==> src/design/gfs_pkg.sv <==
// constants for the pin-3 output mux and frame-sync control block
package gfs_pkg;
	// word indices of the registers; byte address is four times the index
	localparam logic [7:0] IDX_PIN3_CTL    = 8'h13;
	localparam logic [7:0] IDX_RSVD_FIRST  = 8'h14;
	localparam logic [7:0] IDX_RSVD_LAST   = 8'h17;
	localparam logic [7:0] IDX_FRAME_SYNC_CONTROL      = 8'h18;
	localparam logic [7:0] IDX_FS_HIGH_MSB = 8'h19;
	localparam logic [7:0] IDX_FS_HIGH_LSB = 8'h1A;
	localparam logic [7:0] IDX_FS_LOW_MSB  = 8'h1B;
	localparam logic [7:0] IDX_FS_LOW_LSB  = 8'h1C;

	// reset values
	localparam logic [7:0]  PIN3_CTL_RST = 8'h00;
	localparam logic [7:0]  FRAME_SYNC_CONTROL_RST   = 8'h00;
	localparam logic [15:0] FS_TIME_RST  = 16'h0000;

	// pin3_output_control fields
	localparam int PIN3_SEL_MSB = 7;
	localparam int PIN3_SEL_LSB = 5;
	localparam int PIN3_SRC_MSB = 4;
	localparam int PIN3_SRC_LSB = 2;
	localparam int PIN3_VAL_BIT = 1;
	localparam int PIN3_EN_BIT  = 0;

	// frame_sync_control fields
	localparam int FRAME_SYNC_SOURCE_MODE_MSB  = 7;
	localparam int FRAME_SYNC_SOURCE_MODE_LSB  = 4;
	localparam int FS_SHOT_BIT  = 3;
	localparam int FS_CONT_BIT  = 0;
	localparam logic [7:0] FRAME_SYNC_CONTROL_STORE_MASK = 8'hF7;

	// source codes
	localparam logic [2:0] SRC_PORT0  = 3'h0;
	localparam logic [2:0] SRC_PORT1  = 3'h1;
	localparam logic [2:0] SRC_STATUS = 3'h4;

	// selection codes when a receive port is the source
	localparam logic [2:0] SEL_PORT_LOCK = 3'h4;
	localparam logic [2:0] SEL_PORT_PASS = 3'h5;

	// selection codes when device status is the source
	localparam logic [2:0] SEL_DEV_VALUE    = 3'h0;
	localparam logic [2:0] SEL_DEV_LOCK_OR  = 3'h1;
	localparam logic [2:0] SEL_DEV_LOCK_AND = 3'h2;
	localparam logic [2:0] SEL_DEV_PASS_AND = 3'h3;
	localparam logic [2:0] SEL_DEV_STROBE   = 3'h4;

	// frame_sync_source_mode codes
	localparam logic [3:0] FRAME_SYNC_SOURCE_MODE_BC0     = 4'h0;
	localparam logic [3:0] FRAME_SYNC_SOURCE_MODE_BC1     = 4'h1;
	localparam logic [3:0] FRAME_SYNC_SOURCE_MODE_REF     = 4'h4;
	localparam logic [1:0] FRAME_SYNC_SOURCE_MODE_EXT_TOP = 2'h2;

	// bus answer for unmapped reads
	localparam logic [31:0] WB_RD_ZERO = 32'h0000_0000;
endpackage

==> src/design/gfs_fs_if.sv <==
// link between the register side and the frame-sync generator
`timescale 1ns/100ps
interface gfs_fs_if;
	logic        tick;
	logic        cont_en;
	logic        shot;
	logic [15:0] high_per;
	logic [15:0] low_per;
	logic        busy;
	logic        strobe;

	modport ctl (output tick, output cont_en, output shot, output high_per,
		output low_per, input busy, input strobe);
	modport gen (input tick, input cont_en, input shot, input high_per,
		input low_per, output busy, output strobe);
endinterface

==> src/design/gfs_fs_gen.sv <==
// frame-sync generator: high and low phases counted in timebase ticks
`timescale 1ns/100ps
module gfs_fs_gen
	import gfs_pkg::*;
(
	input  wire logic clk_i,
	input  wire logic rst_i,
	gfs_fs_if.gen     fs
);
	typedef enum logic [1:0] {S_IDLE, S_HIGH, S_LOW} gfs_gen_state_type;

	gfs_gen_state_type state_r;
	logic [15:0]       cnt_r;

	// phase sequencing; a one-shot is taken only while idle
	always_ff @(posedge clk_i) begin
		if (rst_i) begin
			state_r <= S_IDLE;
		end else begin
			case (state_r)
				S_IDLE: begin
					if (fs.cont_en || fs.shot) begin
						state_r <= S_HIGH;
					end
				end
				S_HIGH: begin
					if (fs.tick && cnt_r == fs.high_per) begin
						state_r <= S_LOW;
					end
				end
				S_LOW: begin
					// whole low phase elapses before any new pulse
					if (fs.tick && cnt_r == fs.low_per) begin
						state_r <= fs.cont_en ? S_HIGH : S_IDLE;
					end
				end
				default: begin
					state_r <= S_IDLE;
				end
			endcase
		end
	end

	// phase counter, programmed value plus one ticks per phase
	always_ff @(posedge clk_i) begin
		if (rst_i || state_r == S_IDLE) begin
			cnt_r <= 16'h0000;
		end else if (fs.tick) begin
			if ((state_r == S_HIGH && cnt_r == fs.high_per) ||
				(state_r == S_LOW && cnt_r == fs.low_per)) begin
				cnt_r <= 16'h0000;
			end else begin
				cnt_r <= cnt_r + 16'h0001;
			end
		end
	end

	assign fs.busy   = (state_r != S_IDLE);
	assign fs.strobe = (state_r == S_HIGH);
endmodule

==> src/design/gfs_pin3_ctl.sv <==
// pin-3 output multiplexer and frame-sync control with a wishbone slave
//
// Functional notes
// - source field bits 4:2 picks port 0 (000), port 1 (001) or device status (100).
// - with a port as source, selection 000-011 gives remote pins 0-3, 100 lock, 101 pass.
// - with status as source, selection gives value bit, lock OR, lock AND, pass AND, strobe.
// - bit 0 enables the pin as output and bit 1 is the level of the value selection.
// - mode 0000 or 0001 times the generator from port 0 or port 1 back-channel clock.
// - mode 0100 times the generator from the 25 MHz reference; 0010, 0011, 0101-0111 reserved.
// - modes 1000-1011 take the strobe from general pins 0-3; 1100-1111 are reserved.
// - writing 1 to bit 3 of frame_sync_control emits exactly one strobe pulse while the generator is idle in mode 0000, 0001 or 0100.
// - after a one-shot the full high and low duration elapses before another pulse.
// - the one-shot bit clears itself and always reads back 0.
// - high and low periods hold the wanted tick count minus one, so 0 gives one tick.
`timescale 1ns/100ps
module gfs_pin3_ctl
	import gfs_pkg::*;
#(
	parameter int PORTS  = 2,
	parameter int PINS   = 4,
	parameter int ADDR_W = 12
)(
	input  wire logic                 clk_i,
	input  wire logic                 rst_i,
	input  wire logic                 wb_cyc_i,
	input  wire logic                 wb_stb_i,
	input  wire logic                 wb_we_i,
	input  wire logic [ADDR_W-1:0]    wb_adr_i,
	input  wire logic [3:0]           wb_sel_i,
	input  wire logic [31:0]          wb_dat_i,
	output logic      [31:0]          wb_dat_o,
	output logic                      wb_ack_o,
	input  wire logic [PORTS*PINS-1:0] rx_pins_i,
	input  wire logic [PORTS-1:0]     rx_lock_i,
	input  wire logic [PORTS-1:0]     rx_pass_i,
	input  wire logic [PORTS-1:0]     rx_enable_i,
	input  wire logic [PORTS-1:0]     bc_tick_i,
	input  wire logic                 ref_tick_i,
	input  wire logic [PINS-1:0]      gp_pin_i,
	output logic                      pin3_out_o,
	output logic                      pin3_oe_o,
	output logic                      frame_strobe_o,
	output logic                      fs_busy_o
);
	gfs_fs_if fs_bus ();

	logic [7:0]  pin3_ctl_r;
	logic [7:0]  frame_sync_control_r;
	logic [15:0] fs_high_r;
	logic [15:0] fs_low_r;
	logic        ack_r;
	logic [31:0] rd_nxt;
	logic [31:0] rd_r;
	logic        shot_r;
	logic        pin_nxt;
	logic        strobe_nxt;
	logic        tick_nxt;
	logic        gen_mode;
	logic        ext_mode;
	logic [7:0]  idx;
	logic        req;
	logic        wr_fire;
	logic        lock_or;
	logic        lock_and;
	logic        pass_and;
	logic [2:0]  src;
	logic [2:0]  sel;
	logic [3:0]  mode;

	// field views and bus decode
	assign src     = pin3_ctl_r[PIN3_SRC_MSB:PIN3_SRC_LSB];
	assign sel     = pin3_ctl_r[PIN3_SEL_MSB:PIN3_SEL_LSB];
	assign mode    = frame_sync_control_r[FRAME_SYNC_SOURCE_MODE_MSB:FRAME_SYNC_SOURCE_MODE_LSB];
	assign idx     = wb_adr_i[9:2];
	assign req     = wb_cyc_i && wb_stb_i;
	assign wr_fire = req && wb_we_i && ack_r && wb_sel_i[0];

	// ack one cycle after the request, dropped the cycle after
	always_ff @(posedge clk_i) begin
		if (rst_i) begin
			ack_r <= 1'b0;
		end else begin
			ack_r <= req && !ack_r;
		end
	end

	// read data, unmapped and reserved indices read zero
	always_comb begin
		rd_nxt = WB_RD_ZERO;
		case (idx)
			IDX_PIN3_CTL: begin
				rd_nxt[7:0] = pin3_ctl_r;
			end
			IDX_FRAME_SYNC_CONTROL: begin
				rd_nxt[7:0] = frame_sync_control_r; // one-shot bit is never stored
			end
			IDX_FS_HIGH_MSB: begin
				rd_nxt[7:0] = fs_high_r[15:8];
			end
			IDX_FS_HIGH_LSB: begin
				rd_nxt[7:0] = fs_high_r[7:0];
			end
			IDX_FS_LOW_MSB: begin
				rd_nxt[7:0] = fs_low_r[15:8];
			end
			IDX_FS_LOW_LSB: begin
				rd_nxt[7:0] = fs_low_r[7:0];
			end
			default: begin
				rd_nxt = WB_RD_ZERO;
			end
		endcase
	end

	// read data captured with the ack
	always_ff @(posedge clk_i) begin
		if (rst_i) begin
			rd_r <= WB_RD_ZERO;
		end else if (req && !ack_r && !wb_we_i) begin
			rd_r <= rd_nxt;
		end else if (!req) begin
			rd_r <= WB_RD_ZERO;
		end
	end

	// pin control register, written at the acked edge
	always_ff @(posedge clk_i) begin
		if (rst_i) begin
			pin3_ctl_r <= PIN3_CTL_RST;
		end else if (wr_fire && idx == IDX_PIN3_CTL) begin
			pin3_ctl_r <= wb_dat_i[7:0];
		end
	end

	// frame-sync control; the one-shot bit is dropped on store
	always_ff @(posedge clk_i) begin
		if (rst_i) begin
			frame_sync_control_r <= FRAME_SYNC_CONTROL_RST;
		end else if (wr_fire && idx == IDX_FRAME_SYNC_CONTROL) begin
			frame_sync_control_r <= wb_dat_i[7:0] & FRAME_SYNC_CONTROL_STORE_MASK;
		end
	end

	// one-cycle request to the generator
	always_ff @(posedge clk_i) begin
		if (rst_i) begin
			shot_r <= 1'b0;
		end else begin
			shot_r <= wr_fire && idx == IDX_FRAME_SYNC_CONTROL && wb_dat_i[FS_SHOT_BIT];
		end
	end

	// high and low periods, stored as count minus one
	always_ff @(posedge clk_i) begin
		if (rst_i) begin
			fs_high_r <= FS_TIME_RST;
			fs_low_r  <= FS_TIME_RST;
		end else if (wr_fire) begin
			case (idx)
				IDX_FS_HIGH_MSB: begin
					fs_high_r[15:8] <= wb_dat_i[7:0];
				end
				IDX_FS_HIGH_LSB: begin
					fs_high_r[7:0] <= wb_dat_i[7:0];
				end
				IDX_FS_LOW_MSB: begin
					fs_low_r[15:8] <= wb_dat_i[7:0];
				end
				IDX_FS_LOW_LSB: begin
					fs_low_r[7:0] <= wb_dat_i[7:0];
				end
				default: begin
					fs_high_r <= fs_high_r;
				end
			endcase
		end
	end

	// timebase choice for the internal generator
	always_comb begin
		gen_mode = 1'b1;
		tick_nxt = 1'b0;
		case (mode)
			FRAME_SYNC_SOURCE_MODE_BC0: begin
				tick_nxt = bc_tick_i[0];
			end
			FRAME_SYNC_SOURCE_MODE_BC1: begin
				tick_nxt = bc_tick_i[1];
			end
			FRAME_SYNC_SOURCE_MODE_REF: begin
				tick_nxt = ref_tick_i;
			end
			default: begin
				gen_mode = 1'b0; // reserved and external-pin codes stop the generator
			end
		endcase
	end

	assign ext_mode = (mode[3:2] == FRAME_SYNC_SOURCE_MODE_EXT_TOP);

	// generator hookup; stopped while the mode is not internal
	assign fs_bus.tick     = tick_nxt;
	assign fs_bus.cont_en  = gen_mode && frame_sync_control_r[FS_CONT_BIT];
	assign fs_bus.shot     = gen_mode && shot_r;
	assign fs_bus.high_per = fs_high_r;
	assign fs_bus.low_per  = fs_low_r;

	gfs_fs_gen u_gen (
		.clk_i (clk_i),
		.rst_i (rst_i),
		.fs    (fs_bus.gen)
	);

	// strobe source: generator, external pin or low
	always_comb begin
		if (gen_mode) begin
			strobe_nxt = fs_bus.strobe;
		end else if (ext_mode) begin
			strobe_nxt = gp_pin_i[mode[1:0]];
		end else begin
			strobe_nxt = 1'b0;
		end
	end

	// device status terms over enabled ports
	assign lock_or  = |(rx_lock_i & rx_enable_i);
	assign lock_and = (|rx_enable_i) && &(rx_lock_i | ~rx_enable_i);
	assign pass_and = (|rx_enable_i) && &(rx_pass_i | ~rx_enable_i);

	// pin data multiplexer
	always_comb begin
		pin_nxt = 1'b0; // reserved codes give low
		if (src == SRC_PORT0 || src == SRC_PORT1) begin
			if (!sel[2]) begin
				pin_nxt = rx_pins_i[src[0]*PINS + sel[1:0]];
			end else if (sel == SEL_PORT_LOCK) begin
				pin_nxt = rx_lock_i[src[0]];
			end else if (sel == SEL_PORT_PASS) begin
				pin_nxt = rx_pass_i[src[0]];
			end
		end else if (src == SRC_STATUS) begin
			case (sel)
				SEL_DEV_VALUE: begin
					pin_nxt = pin3_ctl_r[PIN3_VAL_BIT];
				end
				SEL_DEV_LOCK_OR: begin
					pin_nxt = lock_or;
				end
				SEL_DEV_LOCK_AND: begin
					pin_nxt = lock_and;
				end
				SEL_DEV_PASS_AND: begin
					pin_nxt = pass_and;
				end
				SEL_DEV_STROBE: begin
					pin_nxt = strobe_nxt;
				end
				default: begin
					pin_nxt = 1'b0;
				end
			endcase
		end
	end

	// registered outputs
	always_ff @(posedge clk_i) begin
		if (rst_i) begin
			pin3_out_o     <= 1'b0;
			pin3_oe_o      <= 1'b0;
			frame_strobe_o <= 1'b0;
			fs_busy_o      <= 1'b0;
		end else begin
			pin3_out_o     <= pin_nxt;
			pin3_oe_o      <= pin3_ctl_r[PIN3_EN_BIT];
			frame_strobe_o <= strobe_nxt;
			fs_busy_o      <= fs_bus.busy;
		end
	end

	assign wb_ack_o = ack_r;
	assign wb_dat_o = rd_r;
endmodule

==> config.mk <==
export PLATFORM = sky130hd
export DESIGN_NAME = gfs_pin3_ctl
export DESIGN_NICKNAME = d
export VERILOG_FILES = /design/src/design/gfs_pkg.sv /design/src/design/gfs_fs_if.sv /design/src/design/gfs_fs_gen.sv /design/src/design/gfs_pin3_ctl.sv
export SDC_FILE = /design/constraint.sdc
export NUM_CORES = 1
export LEC_CHECK = 0
export BUFFER_PORTS_ARGS = -buffer_cell sky130_fd_sc_hd__buf_2
export CORE_ASPECT_RATIO = 1.1
export CORE_UTILIZATION = 50
export CTS_BUF_LIST = sky130_fd_sc_hd__clkbuf_2 sky130_fd_sc_hd__clkbuf_4 sky130_fd_sc_hd__clkbuf_8
export DETAILED_ROUTE_END_ITERATION = 6
export PLACE_DENSITY = 0.79
export SYNTH_ARGS = -nofsm -noshare
export SYNTH_HDL_FRONTEND = slang
export SYNTH_SLANG_ARGS = --single-unit
export TNS_END_PERCENT = 1
==> constraint.sdc <==
create_clock -name clk_i -period 2.2 [get_ports clk_i]
set_input_delay 0.44 -clock clk_i [delete_from_list [all_inputs] [get_ports clk_i]]
set_output_delay 0.44 -clock clk_i [all_outputs]
set_load 0.02 [all_outputs]
==> impl_metrics.ini <==
[logic_synthesis]
seq_area_frac_synth_pct = 36.8
netlist.area_leader.share_pct = 36.8
synth_area_sq_um = 4300
ys_types = 50
ys_top_cells_by_area = dfxtp_1 37%, mux2i_1 12%, xor2_1 6.7%
ys_ff_latch = 79
synthArstFlopShare_pct = 0
syn_inst = 484
synth-edff-count = 0
synth.most_common_cell = dfxtp_1
synth_common_cells = 79 x dfxtp_1, 70 x nor2_1, 53 x mux2i_1
yosysTopAreaCell = dfxtp_1
syn_avg_cell_area_sq_um = 8.89
yosysWarnings = 0
synth-main-ff-cell = dfxtp_1

[timing]
clock_skew_ns = 0.00994
rsz0062_at_grt = false
tns_ns = 0
setup_viol = 0
hold_viol = 0
fin_crit_sh_pct = 96.0
fmax_ghz = 0.474
finalMaxSlewViolations = 0
min_period_ns = 2.11

[floorplan]
die_h_microns = 99.3
die_x_microns = 90.5
num_rows = 35
die_area_sq_um = 8980
initial_core_util_pct = 51.4
core_sq_um = 8360
io_pins = 111

[placement]
placed_cells = 638
port_buffers = 55
post-dp-hpwl_mm = 7.77
dpl_cell_area_sq_um = 4690
place.gp.congestion = 0.904

[finish]
final_util_pct = 58.8
instances_no_fill = 654
finalNetCount = 613
drive_above_1_share_pct = 20.8
diodes = 0
final_area_sq_um = 4920
syn2layout_area_growth_pct = 14.4

[grt]
grt_pass1_wl_mm = 17.1
grt_util_all_layers_pct = 24.2
grt_start_max_net_pins = 36
first_global_vias = 3430
antenna_found_initial = 0
grt-ovfl-total = 0

[power]
powerDensity_nw_per_um2 = 578
seqPwrFrac_pct = 50.3
sw_frac_of_total_pct = 22.2
p_comb_share_pct = 6.3
p_clk_share_pct = 43.4
p_int_w = 0.00221
switchingPower_w = 0.000633
vdd_ir_drop_max_v = 0.000353
leakage_nw = 2.13

[clock_tree]
numCtsBuffers = 9
cts_tree = yes
clock_sinks = 79
clkSlewWorstSetupHoldPaths_ns = 0.08
insertion_delay_ns = 0.35
root_buffer = clkbuf_8
ctsHoldBuffers = 0
htree_num_levels = 3
cts_buffer_depth = 2

[setup_path]
rr_endpoint = u_gen.cnt_r[14]
cp-start-kind = flip-flop
r2r_slack_ns = 0.09
cp_max_fo = 18
worst-r2r-cell-count = 7
r2r_start = u_gen.cnt_r[3]
worstPathArrival_ns = 2.35
crit_path_end_kind = flip-flop
crit_type = reg -> reg
cp.required_ns = 2.44

[job]
cap_violations = 0

[min_path]
hp-start = wb_stb_i
whs_path_depth = 3
worstHoldEndpoint = wb_ack_o
hp-class = in -> reg

[outcome]
status = complete, no violations

[route]
drt_first_pass_iters = 6
num_vias = 3648
via_per_inst = 5.58
routedWlPerCell_microns = 16.1
detail-route-antenna-nets = 0
routed_wl_mm = 10.5
drc_errors = 0
drtIter0Drc = 224
-- how the worst max path moves through the flow --
stage	start	end	slack (ns)	cells past startpoint
after floorplan	wb_adr_i[7]	wb_dat_o[0]	0.16	7
after global placement	wb_adr_i[7]	wb_dat_o[6]	0.08	7
after detailed placement	wb_adr_i[7]	wb_dat_o[4]	0.04	7
after CTS	u_gen.state_r[1]	pin3_out_o	0.05	6
after global routing	u_gen.cnt_r[3]	u_gen.cnt_r[14]	0.01	7
final	u_gen.cnt_r[3]	u_gen.cnt_r[14]	0.09	7
-- sequential cells by signal, indices dropped and copies added, names as in the netlist, 2 cells and up --
signal and flops:
u_gen.state_r 2, fs_bus.high_per 16, fs_bus.low_per 16, wb_dat_o 8
u_gen.cnt_r 16, pin3_ctl_r 8, frame_sync_control_r 7
-- critical path, stage by stage, from the launching register on --
cell,delay [ns]
dfxtp_1,0.54
xor2_1,0.13
nor4_1,0.35
nand4_1,0.27
o22a_1,0.26
buf_4,0.20
a31oi_1,0.17
a21oi_1,0.08
-- layout make-up --
cell class                 instances  area (sq um)
inverter                           3          11.3
multi-input combinational        368          2480
fill                             709          3440
clock buffer                      13           166
sequential                        79          1580
tap                              111           139
timing repair buffer              77           478
clock inverter                     3          65.1
-- power by group through the flow --
stage / Clock [W] / Sequential [W] / Combinational, W
2_1_floorplan: 0 / 0.00147 / 0.000130
3_3_place_gp: 0 / 0.00146 / 0.000172
3_5_place_dp: 0 / 0.00146 / 0.000176
4_1_cts: 0.00125 / 0.00143 / 0.000177
5_1_grt: 0.00133 / 0.00143 / 0.000191
6_report: 0.00124 / 0.00143 / 0.000178
-- metal layers --
| metal | GRT usage, % | vias to the layer above | wire [microns] |
|---|---|---|---|
| met5 | 0 | - | 0 |
| met4 | 11.0 | 0 | 341 |
| met3 | 5.66 | 22 | 641 |
| met2 | 40.5 | 152 | 5190 |
| met1 | 29.6 | 1719 | 4360 |
| li1 | - | 1755 | - |
-- logic make-up after synthesis --
family	share of synthesized area, %
xor+xnor	7.12
simple gates	21.3
other cells	0.0872
mux	17.0
fa+ha+maj	0.291
buf+inv	7.65
flops	36.8
compound gates	9.80
-- cell usage in the layout (no fill, tap or decap), drive strengths merged, types with 2 or more instances in the layout --
cell type   n
nand4       3
nand3b      2
xor2       33
and2        2
dfxtp      79
a22oi       6
nand3      16
and3b       2
nor3        9
conb       24
nor2       71
a21oi      17
mux4        9
buf        77
a2111oi     3
a2bb2oi     2
nand2      40
xnor2       2
nand2b      3
o21a        3
nor2b       4
bufinv      2
or3         2
nor4       15
mux2i      53
nor3b       4
inv         3
and3        4
a222oi      3
o21ai      13
clkbuf     13
a31oi       5
a21o        6
nor4b       3
-- through the flow --
| step | total power, W | hold slack [ns] | setup slack, ns |
|---|---|---|---|
| 6_report | 0.00284 | 0.381 | 0.0890 |
| 5_1_grt | 0.00295 | 0.407 | 0.0114 |
| 4_1_cts | 0.00286 | 0.377 | 0.0482 |
| 3_5_place_dp | 0.00164 | 0.457 | 0.0385 |
| 3_3_place_gp | 0.00164 | 0.455 | 0.0822 |
| 2_1_floorplan | 0.00160 | 0.431 | 0.159 |
-- what timing repair did --
item | 4_1_cts | 5_1_grt
gates resized for setup | 1 | 2
pin swaps | 0 | 0
buffers inserted | 0 | 0
endpoints found under the setup margin | 1 | 2
No activity file was read; power rests on OpenSTA's default activity.
